$ cat config.mk
export PLATFORM = sky130hd
export DESIGN_NAME = move_shift_unit
export DESIGN_NICKNAME = d
export VERILOG_FILES = /design/src/core/move_shift_alu.sv /design/src/core/move_shift_unit.sv
export SDC_FILE = /design/constraint.sdc
export NUM_CORES = 1
export LEC_CHECK = 0
export BUFFER_PORTS_ARGS = -buffer_cell sky130_fd_sc_hd__clkbuf_2
export CORE_UTILIZATION = 25
export CTS_BUF_LIST = sky130_fd_sc_hd__clkbuf_2
export DETAILED_ROUTE_END_ITERATION = 16
export PLACE_DENSITY_LB_ADDON = 0.08
export SETUP_SLACK_MARGIN = 0.3
export SYNTH_ARGS = -nofsm -noshare
export SYNTH_HDL_FRONTEND = slang
export SYNTH_SLANG_ARGS = --single-unit
$ cat constraint.sdc
create_clock -name clock -period 6.07 [get_ports clock]
set_clock_uncertainty 0.2 [all_clocks]
set_input_delay 0.607 -clock clock [delete_from_list [all_inputs] [get_ports clock]]
set_output_delay 0.607 -clock clock [all_outputs]
set_load 0.005 [all_outputs]
$ cat src/core/move_shift_alu.sv
// Package of shared constants and the combinational shift and unary operation unit
`timescale 1ns/10ps

package cpu_ops_pkg;

  // Datapath and port widths
  localparam int DATA_W     = 8;                 // Width of one data byte
  localparam int REG_IDX_W  = 4;                 // Width of a register file index
  localparam int MEM_ADDR_W = 16;                // Width of a data memory address

  // Field positions inside a data byte
  localparam int MSB_POS    = 7;                 // Sign bit, shifted out on left shifts
  localparam int LSB_POS    = 0;                 // Bit shifted out on right shifts

  // Reset values of the core state held here, and byte constants
  localparam logic [7:0] ACC_RESET      = 8'h00; // Accumulator after reset
  localparam logic       CARRY_RESET    = 1'b0;  // Carry flag after reset
  localparam logic       OVERFLOW_RESET = 1'b0;  // Overflow flag after reset
  localparam logic       ZERO_RESET     = 1'b1;  // Zero flag matches the cleared accumulator
  localparam logic       SKIP_RESET     = 1'b0;  // No conditional move skipped yet
  localparam logic [7:0] BYTE_ZERO      = 8'h00; // All-zero byte
  localparam logic [7:0] BYTE_ONE       = 8'h01; // Constant one for increment forms

  // Operations handled by this unit
  typedef enum logic [3:0] {
    OP_NONE,                                     // No operation this cycle
    OP_MOVE_CARRY_CLEAR,                         // Conditional move when carry is 0
    OP_MOVE_CARRY_SET,                           // Conditional move when carry is 1
    OP_SHIFT_LEFT,                               // Logical left shift
    OP_SHIFT_LEFT_CARRY,                         // Left shift through carry
    OP_SHIFT_RIGHT,                              // Logical right shift
    OP_SHIFT_RIGHT_CARRY,                        // Right shift through carry
    OP_SHIFT_RIGHT_ARITH,                        // Arithmetic right shift
    OP_ONES_COMPLEMENT,                          // ones_complement_op
    OP_TWOS_COMPLEMENT,                          // twos_complement_op
    OP_TWOS_COMPLEMENT_CHAINED,                  // twos_complement_chained_op
    OP_INCREMENT,                                // Add one
    OP_INCREMENT_CHAINED,                        // Add incoming carry
    OP_STORE_REG,                                // Store a register byte into memory
    OP_STORE_IMM                                 // Store an immediate byte into memory
  } opcode_t;

  // Byte plus a single bit, wrapping at eight bits
  function automatic logic [7:0] addBit(input logic [7:0] b, input logic cin);
    addBit = 8'(b + {7'h00, cin});
  endfunction : addBit

  // Signed overflow of adding a non-negative bit to a byte
  function automatic logic incOverflow(input logic [7:0] a, input logic [7:0] r);
    incOverflow = ~a[MSB_POS] & r[MSB_POS];
  endfunction : incOverflow

  // True for operations that read an operand and load the accumulator
  function automatic logic isComputeOp(input opcode_t op);
    isComputeOp = (op != OP_NONE) && (op != OP_STORE_REG) && (op != OP_STORE_IMM);
  endfunction : isComputeOp

  // True for operations that only store into data memory
  function automatic logic isStoreOp(input opcode_t op);
    isStoreOp = (op == OP_STORE_REG) || (op == OP_STORE_IMM);
  endfunction : isStoreOp

endpackage : cpu_ops_pkg

// Purely combinational: the result is ready in the same cycle as the operand
module move_shift_alu
  import cpu_ops_pkg::*;
(
  // Operation and operands
  input  opcode_t    opCode,                     // Operation to perform
  input  logic [7:0] src,                        // Source byte, register or memory
  input  logic       carryIn,                    // Present carry flag
  input  logic       overflowIn,                 // Present overflow flag
  // Results
  output logic [7:0] result,                     // Byte for accumulator and destination
  output logic       carryOut,                   // Next carry flag
  output logic       overflowOut,                // Next overflow flag
  output logic       writeDest                   // Destination register is to be written
);

  // One case over the operation; flags not named by an operation hold their value
  always_comb begin
    result      = src;
    carryOut    = carryIn;
    overflowOut = overflowIn;
    writeDest   = 1'b1;
    case (opCode)
      OP_MOVE_CARRY_CLEAR: begin
        writeDest = ~carryIn;
      end
      OP_MOVE_CARRY_SET: begin
        writeDest = carryIn;
      end
      OP_SHIFT_LEFT: begin
        result      = {src[6:0], 1'b0};
        carryOut    = src[MSB_POS];
        overflowOut = src[MSB_POS] ^ src[6];
      end
      OP_SHIFT_LEFT_CARRY: begin
        result      = {src[6:0], carryIn};
        carryOut    = src[MSB_POS];
        overflowOut = src[MSB_POS] ^ src[6];
      end
      OP_SHIFT_RIGHT: begin
        result      = {1'b0, src[7:1]};
        carryOut    = src[LSB_POS];
        overflowOut = src[MSB_POS];
      end
      OP_SHIFT_RIGHT_CARRY: begin
        result      = {carryIn, src[7:1]};
        carryOut    = src[LSB_POS];
        overflowOut = src[MSB_POS] ^ carryIn;
      end
      OP_SHIFT_RIGHT_ARITH: begin
        // Sign is kept, so the signed value can never overflow
        result      = {src[MSB_POS], src[7:1]};
        carryOut    = src[LSB_POS];
        overflowOut = 1'b0;
      end
      OP_ONES_COMPLEMENT: begin
        result = ~src;
      end
      OP_TWOS_COMPLEMENT: begin
        result      = addBit(~src, 1'b1);
        carryOut    = (result == BYTE_ZERO);
        overflowOut = incOverflow(~src, result);
      end
      OP_TWOS_COMPLEMENT_CHAINED: begin
        result      = addBit(~src, carryIn);
        carryOut    = (result == BYTE_ZERO) & carryIn;
        overflowOut = incOverflow(~src, result);
      end
      OP_INCREMENT: begin
        result      = 8'(src + BYTE_ONE);
        carryOut    = (result == BYTE_ZERO);
        overflowOut = incOverflow(src, result);
      end
      OP_INCREMENT_CHAINED: begin
        result      = addBit(src, carryIn);
        carryOut    = (result == BYTE_ZERO) & carryIn;
        overflowOut = incOverflow(src, result);
      end
      default: begin
        // No operation and stores write no register
        writeDest = 1'b0;
      end
    endcase
  end

endmodule : move_shift_alu

$ cat src/core/move_shift_unit.sv
// Conditional move, shift, complement and increment datapath with accumulator and flags
`timescale 1ns/10ps

// Operation
// - Carry-clear move: load accumulator, write when C=0
// - Memory carry-clear move: accumulator always, register when C=0
// - Carry-set move: load accumulator, write when C=1
// - Left shift: zero in, old bit 7 to carry
// - Left shift through carry: carry into bit 0
// - Right shift: zero in bit 7, bit 0 out
// - Right shift through carry: carry into bit 7
// - Arithmetic right shift keeps sign, bit 0 out
// - Memory shift forms never write memory
// - Ones complement inverts, touches only zero flag
// - Memory ones complement never writes memory
// - Twos complement: carry set when result zero
// - Chained twos complement: carry when zero and carry
// - Increment: carry set when result wraps zero
// - Chained increment: carry when zero and carry
// - Memory increment: same carry rule, no memory write
// - Zero flag follows the updated accumulator
// - Overflow flag reports signed overflow
module move_shift_unit
  import cpu_ops_pkg::*;
#(
  parameter int REG_W  = REG_IDX_W,              // Register index width
  parameter int ADDR_W = MEM_ADDR_W              // Data memory address width
) (
  // Clock and reset
  input  logic              clock,               // Core clock, 20 MHz
  input  logic              reset,               // Synchronous, active high
  // Instruction issue from the decoder
  input  logic              opValid,             // An operation is issued this cycle
  input  opcode_t           opCode,              // Which operation
  input  logic              srcFromMem,          // Operand comes from data memory
  input  logic [REG_W-1:0]  destIdx,             // Destination register index
  input  logic [7:0]        srcRegData,          // Source register byte from register file
  input  logic [ADDR_W-1:0] eaddr,               // Resolved extended address
  input  logic [7:0]        immData,             // Immediate byte for stores
  // Data memory port
  output logic              memRdEn,             // Read strobe, data valid same cycle
  output logic [ADDR_W-1:0] memRdAddr,           // Read address
  input  logic [7:0]        memRdData,           // Read data from data memory
  output logic              memWrEn,             // Write strobe, taken at the clock edge
  output logic [ADDR_W-1:0] memWrAddr,           // Write address
  output logic [7:0]        memWrData,           // Write data
  // Register file write port
  output logic              regWrEn,             // Write strobe, taken at the clock edge
  output logic [REG_W-1:0]  regWrIdx,            // Register written
  output logic [7:0]        regWrData,           // Byte written
  // Updates from the rest of the core
  input  logic              extLoad,             // Another unit loads accumulator and flags
  input  logic [7:0]        extAcc,              // Its accumulator value
  input  logic              extCarry,            // Its carry value
  input  logic              extOverflow,         // Its overflow value
  // Core state
  output logic [7:0]        accumulator,         // Accumulator a
  output logic              carryFlag,           // Carry flag C
  output logic              overflowFlag,        // Overflow flag V
  output logic              zeroFlag,            // Zero flag Z
  output logic              moveSkipped          // Last conditional move left its target
);

  // Accumulator and flag registers
  logic [7:0] acc_r;                             // Accumulator
  logic [7:0] acc_nxt;                           // Next accumulator
  logic       carry_r;                           // Carry flag
  logic       carry_nxt;                         // Next carry flag
  logic       overflow_r;                        // Overflow flag
  logic       overflow_nxt;                      // Next overflow flag
  logic       zero_r;                            // Zero flag
  logic       zero_nxt;                          // Next zero flag

  // Status register for conditional moves
  logic       skip_r;                            // Last conditional move was suppressed
  logic       skip_nxt;                          // Next value of the above

  // Datapath wires
  logic [7:0] operand;                           // Selected source byte
  logic [7:0] aluResult;                         // Byte from the operation unit
  logic       aluCarry;                          // Carry from the operation unit
  logic       aluOverflow;                       // Overflow from the operation unit
  logic       aluWriteDest;                      // Operation unit asks for a register write
  logic       computeIssued;                     // A computing operation is issued
  logic       storeIssued;                       // A store operation is issued
  logic       condMove;                          // Issued operation is a conditional move

  // Issue qualifiers, decoded once and shared below
  always_comb begin
    computeIssued = opValid && isComputeOp(opCode);
    storeIssued   = opValid && isStoreOp(opCode);
    condMove      = opValid &&
                    ((opCode == OP_MOVE_CARRY_CLEAR) || (opCode == OP_MOVE_CARRY_SET));
  end

  // Memory read and operand selection; memory data is combinational within the cycle
  always_comb begin
    memRdEn   = computeIssued && srcFromMem;
    memRdAddr = eaddr;
    if (srcFromMem) begin
      operand = memRdData;
    end else begin
      operand = srcRegData;
    end
  end

  // Shift and unary arithmetic, entirely combinational so that one cycle suffices
  move_shift_alu u_alu (
    .opCode      (opCode),
    .src         (operand),
    .carryIn     (carry_r),
    .overflowIn  (overflow_r),
    .result      (aluResult),
    .carryOut    (aluCarry),
    .overflowOut (aluOverflow),
    .writeDest   (aluWriteDest)
  );

  // Register file write; the file takes it at the same edge as the accumulator,
  // so the next instruction already reads the new register value
  always_comb begin
    regWrEn   = computeIssued && aluWriteDest;
    regWrIdx  = destIdx;
    regWrData = aluResult;
  end

  // Memory write only for stores; memory-operand computations never write back,
  // which also keeps a read and a write of one location out of the same cycle
  always_comb begin
    memWrEn   = storeIssued;
    memWrAddr = eaddr;
    if (opCode == OP_STORE_IMM) begin
      memWrData = immData;
    end else begin
      memWrData = srcRegData;
    end
  end

  // Next accumulator and flags
  always_comb begin
    acc_nxt      = acc_r;
    carry_nxt    = carry_r;
    overflow_nxt = overflow_r;
    zero_nxt     = zero_r;
    if (computeIssued) begin
      // Accumulator always loads, even when a conditional move skips its target
      acc_nxt      = aluResult;
      // The unit passes carry and overflow through for moves and ones complement
      carry_nxt    = aluCarry;
      overflow_nxt = aluOverflow;
      zero_nxt     = (aluResult == BYTE_ZERO);
    end else if (storeIssued) begin
      // Stores touch neither accumulator nor any flag
      acc_nxt = acc_r;
    end else if (extLoad) begin
      // Other execution units share the same accumulator and flags;
      // an operation of this unit wins because it is tested before extLoad
      acc_nxt      = extAcc;
      carry_nxt    = extCarry;
      overflow_nxt = extOverflow;
      zero_nxt     = (extAcc == BYTE_ZERO);
    end
  end

  // Accumulator and flag registers
  always_ff @(posedge clock) begin
    if (reset) begin
      acc_r      <= ACC_RESET;
      carry_r    <= CARRY_RESET;
      overflow_r <= OVERFLOW_RESET;
      zero_r     <= ZERO_RESET;
    end else begin
      acc_r      <= acc_nxt;
      carry_r    <= carry_nxt;
      overflow_r <= overflow_nxt;
      zero_r     <= zero_nxt;
    end
  end

  // Conditional move status: records whether the last move skipped its target
  always_comb begin
    skip_nxt = skip_r;
    if (condMove) begin
      skip_nxt = ~aluWriteDest;
    end
  end

  // Status register
  always_ff @(posedge clock) begin
    if (reset) begin
      skip_r <= SKIP_RESET;
    end else begin
      skip_r <= skip_nxt;
    end
  end

  // State outputs straight from the registers
  always_comb begin
    accumulator  = acc_r;
    carryFlag    = carry_r;
    overflowFlag = overflow_r;
    zeroFlag     = zero_r;
    moveSkipped  = skip_r;
  end

endmodule : move_shift_unit

After elaboration in Yosys (flattened, before gate mapping)
Cells that the tools add are included.
{ "totals": {"ff_bits": 12, "out_inout_bits": 67, "word_cells": 82, "in_bits": 63} }
{ "classes": {"reduce_logical": 23, "muxes": 18, "n_bitwise": 13, "eq_ne": 19, "add_sub_neg": 4} }
{ "op_table": {"columns": ["operator", "n"], "rows": [
  ["one-hot mux 8 bit (10 select lines)", 1],
  ["logical NOT 8 bit", 6],
  ["2-to-1 mux 8 bit", 5],
  ["equality test 4 bit, second input constant", 7],
  ["adder 8 x 1 -> 8 bit", 2],
  ["adder 8 x 1 -> 8 bit, second input constant", 2],
  ["equality test 4 x 3 -> 1 bit, second input constant", 4],
  ["OR reduction 10 bit", 1],
  ["2-to-1 mux 1 bit", 9],
  ["inequality test 9 x 2 -> 1 bit, second input constant", 1],
  ["equality test 4 x 2 -> 1 bit, second input constant", 2],
  ["inequality test 4 bit, second input constant", 2],
  ["NOT 8 bit", 1],
  ["one-hot mux 1 bit (8 select lines)", 1],
  ["logical AND 1 bit", 7],
  ["inequality test 7 x 3 -> 1 bit, second input constant", 1],
  ["AND 1 bit", 6],
  ["one-hot mux 1 bit (6 select lines)", 1],
  ["AND reduction 3 bit", 2],
  ["equality test 4 x 1 -> 1 bit, second input constant", 1],
  ["NOT 1 bit", 4],
  ["nonzero test 4 bit", 1],
  ["one-hot mux 1 bit (3 select lines)", 1],
  ["OR reduction 3 bit", 1],
  ["6 further kinds", 8]
]} }

Logic depth before layout (Yosys ltp)
Gate-level depths: netlist of the first run.
{ "depth": {"ltp_word": 7, "depth_mapped": 13} }

By module
From an unflattened synthesis of the first run, not the netlist that was laid out.
{ "hier_totals": {"hier_cells": 391, "hier_area_um2": 2877.8} }
{ "modules_own_cells": {"columns": ["mod", "area_per_inst_um2", "cells_per_inst", "instances"], "rows": [
  ["move_shift_alu", 1690.4, 264, 1],
  ["move_shift_unit", 1187.4, 127, 1]
]} }

Worst setup path before layout of the first run
OpenSTA, ideal clock, no wires.
{ "synth_timing": {"kind": "in2out", "start": "input port srcFromMem", "end": "output port regWrData[3]", "n_path_buf": 3, "slack_ns": 2.337, "stages": 10, "arrival_ns": 2.926, "cell_sequence": "buf_6 buf_12 buf_6 mux2i_1 ha_1 or4b_4 nand2_4 o211ai_2 or4_1 o211a_2"} }
{ "synth_between": {"elab_chain_cells": 4} }
{ "synth_rtl": {"columns": ["element", "line_no", "text"], "rows": [
  ["from (decl)", "move_shift_unit.sv:35", "input logic srcFromMem,"],
  ["2-to-1 mux 8 bit *", "move_shift_unit.sv:100", "if (srcFromMem) begin"],
  ["NOT 8 bit", "move_shift_alu.sv:121, move_shift_alu.sv:124, move_shift_alu.sv:129", null],
  ["adder 8 x 1 -> 8 bit", "move_shift_alu.sv:45", "addBit = 8'(b + {7'h00, cin});"],
  ["one-hot mux 8 bit (10 select lines) *", "move_shift_alu.sv:87", "case (opCode)"],
  ["to (decl)", "move_shift_unit.sv:50", "output logic [7:0] regWrData,"]
]} }
Mark *: on every way between the ends. The rest lies on a longest branch, timed or not.

Final worst setup path of the first run
{ "layout_timing": {"start": "input port srcFromMem", "end": "output port regWrData[5]"} }
Same word-level chain as after synthesis.

==> results of run 1 <==
power groups by stage:
stage / sequential [mW] / combinational (mW) / clock (mW)
global route: 0.0965 / 0.280 / 0.0479
global placement: 0.0974 / 0.257 / 0
detailed placement: 0.0973 / 0.254 / 0
CTS: 0.0955 / 0.255 / 0.0439
finish: 0.0953 / 0.257 / 0.0413
floorplan: 0.0950 / 0.184 / 0
synthesized netlist by cell type (4+ instances only):
master / count
inv_1: 8
a211o_1: 5
dfxtp_1: 12
buf_4: 38
o21ai_0: 21
nor3b_1: 4
o211ai_1: 9
nand2b_1: 5
nand2_1: 37
a31oi_1: 7
nor3_1: 7
clkbuf_1: 8
xnor2_1: 8
a211oi_1: 9
ha_1: 6
a21oi_1: 31
nor2b_1: 4
mux2i_1: 13
buf_2: 15
o21a_1: 4
mux2_2: 16
o221ai_1: 5
nor2_1: 30
nand3_1: 16
kinds of logic after synthesis:
family          count (synthesis)  share of synthesized area, %
simple gates                  145                          26.9
compound gates                136                          32.1
buf+inv                        75                          15.5
mux                            34                          12.8
flops                          12                          7.74
xor+xnor                        8                          2.26
fa+ha+maj                       7                          2.74
routing by layer:
| layer | part of all wire [%] | up-vias | global-route usage, % |
|---|---|---|---|
| met3 | 6.4 | 22 | 2.39 |
| met2 | 46 | 131 | 30.2 |
| li1 | - | 1586 | - |
| met1 | 45 | 1592 | 26.3 |
| met5 | 0 | - | 0 |
| met4 | 2.0 | 0 | 4.21 |
final timing paths:
| check | end | depth (start not counted) |
|---|---|---|
| setup / recovery | regWrData[5] | 10 |
| hold / removal | accumulator[5] | 2 |
| hold reg to reg | accumulator[5] | 2 |
| setup reg to reg | zeroFlag | 8 |
worst reg2reg max path: stages (launching register included):
cell and delay (ns):
dfxtp_1 0.73, ha_1 0.44, or4b_4 0.53, nand2_4 0.12, o211ai_2 0.10, or4_1 0.49
o211a_2 0.17, nand3b_1 0.16, o31ai_1 0.21
flip-flops by register name, indices dropped and copies added (netlist names):
name	count
zeroFlag	1
carryFlag	1
overflowFlag	1
accumulator	8
moveSkipped	1
through the flow:
step / utilization, % / worst slack (ns)
2_1_floorplan: - / 2.34
3_3_place_gp: 27.1 / 1.61
3_5_place_dp: 27.1 / 1.48
4_1_cts: 27.2 / 1.50
5_1_grt: 27.2 / 1.19
6_report: 27.2 / 1.50
placed cells by master, fill, tap and decap left out, types with 4 or more instances in the layout:
cell / instances
clkbuf_2: 76
nand2_1: 37
a21oi_1: 31
nor2_1: 30
o21ai_0: 21
nand3_1: 16
mux2_2: 16
mux2i_1: 12
dfxtp_1: 12
a211oi_1: 9
o211ai_1: 9
inv_1: 8
xnor2_1: 8
nor3_1: 7
a31oi_1: 7
ha_1: 6
nand2b_1: 5
a211o_1: 5
o221ai_1: 5
nor3b_1: 4
o21a_1: 4
nor2b_1: 4
buf_4: 4
final cells by class:
class,count,area (um^2)
fill,1355,8780
multi-input combinational,330,2380
timing repair buffer,77,395
sequential,12,240
tap,168,210
inverter,9,33.8
clock buffer,3,15.0
clock inverter,1,3.75
==> results.txt, run 1 <==
Outcome - finished, final reports clean
Initial antenna violation count - 0
Setup Fix Bufs, Post-CTS - 0
Max FO, Critical Path - 35
Number of global-route vias before repair - 3191
Final worst path period share - 75.2%
Cell Chain, Critical Path - clkbuf_2, mux2i_1, ha_1, or4b_4, nand2_4, a21oi_1, a2111oi_0, o21a_1, inv_1, clkbuf_2
Comb pwr share - 65.3%
CTS resizes - 0
Cell Area, Placed - 0.00326 mm^2
Total GRT Usage - 18.7%
Most used cell along the critical path - clkbuf_2
Detailed Route WL - 12100 um
DR pass1 iterations - 5
Period minus WS final - 4.57 ns
HP Start - accumulator[5]
RSZ-0062 raised after global routing - false
Hold-fix buffers, CTS - 0
Clk sink count - 12
Synth area leader - buf_4
Maximum buffer depth of the clock tree - 2
Total Power - 393 uW
# setup viols final - 0
Initial core utilization - 25.7%
Post-synth top area share - 9.19%
Htree depth - 1
Hold slack - 0.258 ns
Reg-to-Reg Start - carryFlag
Die W - 113 um
Critical Path RT - 5.26 ns
Die Y - 113 um
Post-synth EDFFs - 0
Switching pwr - 192 uW
Gate Count Post-Synth - 417
Yosys cell types - 88
Clock-pin slew on the worst setup and hold paths - 0.12 ns
Placed insts - 596
CP delay by family, top - buffers and inverters
Clock network power share - 10.5%
Post-Syn Area per Cell - 7.44 um^2
Largest cells by area after synthesis - buf_4 9.2%, dfxtp_1 7.7%, mux2_2 5.8%, a21oi_1 5.0%, nand2_1 4.5%
Slew of the pin with the lowest slew margin - 0.850 ns
Internal - 201 uW
Max transition margin - 43.3%
Final hold viol count - 0
Top FF cell, synth - dfxtp_1
YS warnings - 0
WS Path Type - in -> out
Worst setup EP type - primary output
Clk Latency, worst-skew pair - 0.26 ns
Slowest CP cell - clkbuf_2
Worst Path Buf+Inv - 3
CTS tree - built
Worst Path Arrival - 3.76 ns
Crit start category - primary input
Layout cells sized above 1 - 29.4%
P_leak - 1.24 nW
HP Class - reg -> reg
DR vias/cell - 5.55
Largest net degree at the start of global routing - 36
Sum of negative setup slack - 0 ns
Max Fclk - 219 MHz
Ports - 130
Number of routed nets with antenna violations - 0
Grt total ovfl - 0
Total Nets Final - 502
Critical path's largest stage delay - 0.63 ns
Max cap viols - 0
Sequential share of power - 24.2%
PortBufs - 73
Netlist Area Pre-Place - 0.00310 mm^2
FF+latch count, synth - 12
Via count - 3331
Drt initial violations - 263
Post-synth ARST share - 0%
First-pass GRT wire length - 18800 um
CTS buffer count - 3
Ant. Diodes - 0
Switch share - 48.8%
Clk root buf - clkbuf_2
WL/cell - 20.2 um
RD Place Congestion - 0.855
Finished Cell Area - 0.00328 mm^2
Post-synthesis sequential area ratio - 7.74%
Non-Filler Instances - 600
CORE AREA - 0.0121 mm^2
HPWL Detailed - 9340 um
Die area - 0.0129 mm^2
Power Dens Cells - 120 mW/mm^2
Max-slew violation total from the final report - 0
R2R Setup Slk - 2.86 ns
Post-synth net total - 486
Number of core rows - 40
# DRC - 0
Max VDD drop - 0.0000471 V
Syn-to-layout area delta - 5.81%
Crit path from - srcFromMem
Power figures use the tool's default switching activity.
==> run 2, diff against run 1 <==
==> constraint.sdc (replaced) <==
create_clock -name clock -period 3.8 [get_ports clock]
set_clock_uncertainty 0.2 [all_clocks]
set_input_delay 0.38 -clock clock [delete_from_list [all_inputs] [get_ports clock]]
set_output_delay 0.38 -clock clock [all_outputs]
set_load 0.005 [all_outputs]
==> results.txt, run 2 (synthesis results as in run 1) <==
Outcome - finished, final reports clean
Clk sink count - 12
Non-Filler Instances - 612
Htree depth - 1
Placed insts - 606
Hold slack - 0.224 ns
# setup viols final - 0
Critical Path RT - 3.22 ns
WS Path Type - in -> out
Max-slew violation total from the final report - 0
DR pass1 iterations - 5
Ports - 130
Reg-to-Reg Start - carryFlag
Max VDD drop - 0.0000862 V
Commonest cells after routing, fill and taps aside - 75 x clkbuf_2, 37 x nand2_1, 31 x a21oi_1
Worst path setup slack after routing - 0.525 ns
Worst Path Arrival - 2.70 ns
Number of routed nets with antenna violations - 0
Die W - 113 um
Most common cell after layout, fill and taps aside - clkbuf_2
Max Fclk - 305 MHz
Critical path's largest stage delay - 0.33 ns
CTS buffer count - 3
WL/cell - 19.4 um
Total GRT Usage - 18.0%
Clk root buf - clkbuf_2
P_leak - 1.31 nW
CTS tree - built
Pre-CTS setup slack - 0.433 ns
Maximum buffer depth of the clock tree - 2
Slew of the pin with the lowest slew margin - 1.08 ns
PortBufs - 73
Syn-to-layout area delta - 9.07%
DR vias/cell - 5.62
Max FO, Critical Path - 14
Number of global-route vias before repair - 3181
Via count - 3439
Number of core rows - 40
Total Nets Final - 514
HP Start - extAcc[6]
Total Power - 640 uW
Crit start category - primary input
HPWL Detailed - 9290 um
Max cap viols - 0
Layout cells sized above 1 - 31.1%
Max FFs per register - 8
RD Place Congestion - 0.926
Hold-fix buffers, CTS - 0
Worst setup EP type - primary output
RSZ-0062 raised after global routing - false
Initial antenna violation count - 0
# DRC - 0
Period minus WS final - 3.28 ns
Sum of negative setup slack - 0 ns
Die Y - 113 um
Slowest CP cell - a211oi_1
Largest net degree at the start of global routing - 31
Final hold viol count - 0
Ant. Diodes - 0
HP Class - in -> reg
Cell Chain, Critical Path - clkbuf_4, mux2i_1, buf_4, inv_1, ha_1, inv_1, a221oi_2, mux2i_1, a211oi_1, o211ai_1, and2_1, clkbuf_2
First-pass GRT wire length - 18100 um
Final worst path period share - 86.2%
Power Dens Cells - 189 mW/mm^2
Crit path from - srcFromMem
Detailed Route WL - 11800 um
CORE AREA - 0.0121 mm^2
Drt initial violations - 398
Initial core utilization - 25.7%
Clock-pin slew on the worst setup and hold paths - 0.13 ns
Grt total ovfl - 0
Die area - 0.0129 mm^2
Max transition margin - 27.4%
Clk Latency, worst-skew pair - 0.26 ns
-- run 2: metrics by stage --
| stage | util [%] | instance area, um^2 |
|---|---|---|
| after floorplan | - | 3100 |
| after global placement | 27.8 | 3350 |
| after detailed placement | 27.8 | 3350 |
| after CTS | 27.9 | 3370 |
| after global routing | 28.1 | 3380 |
| final | 28.1 | 3380 |
-- run 2: path summary, 6_finish.rpt --
path                            cells after the start  slack [ns]              to
worst max-delay path                               12        0.52    regWrData[6]
worst min register to register                      2        0.27  accumulator[2]
worst max register to register                      9        0.88        zeroFlag
worst min-delay path                                3        0.22  accumulator[6]
-- run 2: critical path, delay by kind of cell --
kind | cells | cell delay, ns
muxes | 2 | 0.26
buffers and inverters | 5 | 0.71
adders and majority gates | 1 | 0.26
AOI/OAI and AO/OA | 3 | 0.85
and+or+nand+nor | 1 | 0.22
-- run 2: power breakdown --
| part | switching, mW | total, mW | internal, mW |
|---|---|---|---|
| clock | 0.0447 | 0.0675 | 0.0229 |
| sequential | 0.00989 | 0.150 | 0.140 |
| combinational | 0.254 | 0.423 | 0.169 |
-- run 2: repair_timing --
| item | in CTS | in global routing |
|---|---|---|
| setup endpoints to repair | 0 | 4 |
| setup buffers | 0 | 2 |
| endpoints found under the hold margin | 0 | 0 |
| gates resized for setup | 0 | 2 |
-- run 2: cell type report --
| class | instances | area [um^2] |
|---|---|---|
| clock buffers | 3 | 15.0 |
| clock inverters | 1 | 3.75 |
| fillers | 1328 | 8680 |
| inverters | 9 | 33.8 |
| multi-input cells | 330 | 2380 |
| flip-flops and latches | 12 | 240 |
| well taps | 168 | 210 |
| repair buffers | 89 | 500 |
-- run 2: layer usage --
layer / GRT usage, % / vias to the layer above / part of all wire [%]
li1: - / 1609 / -
met1: 25.0 / 1650 / 46
met2: 29.6 / 155 / 46
met3: 1.97 / 25 / 6.7
met4: 4.56 / 0 / 2.1
met5: 0 / - / 0
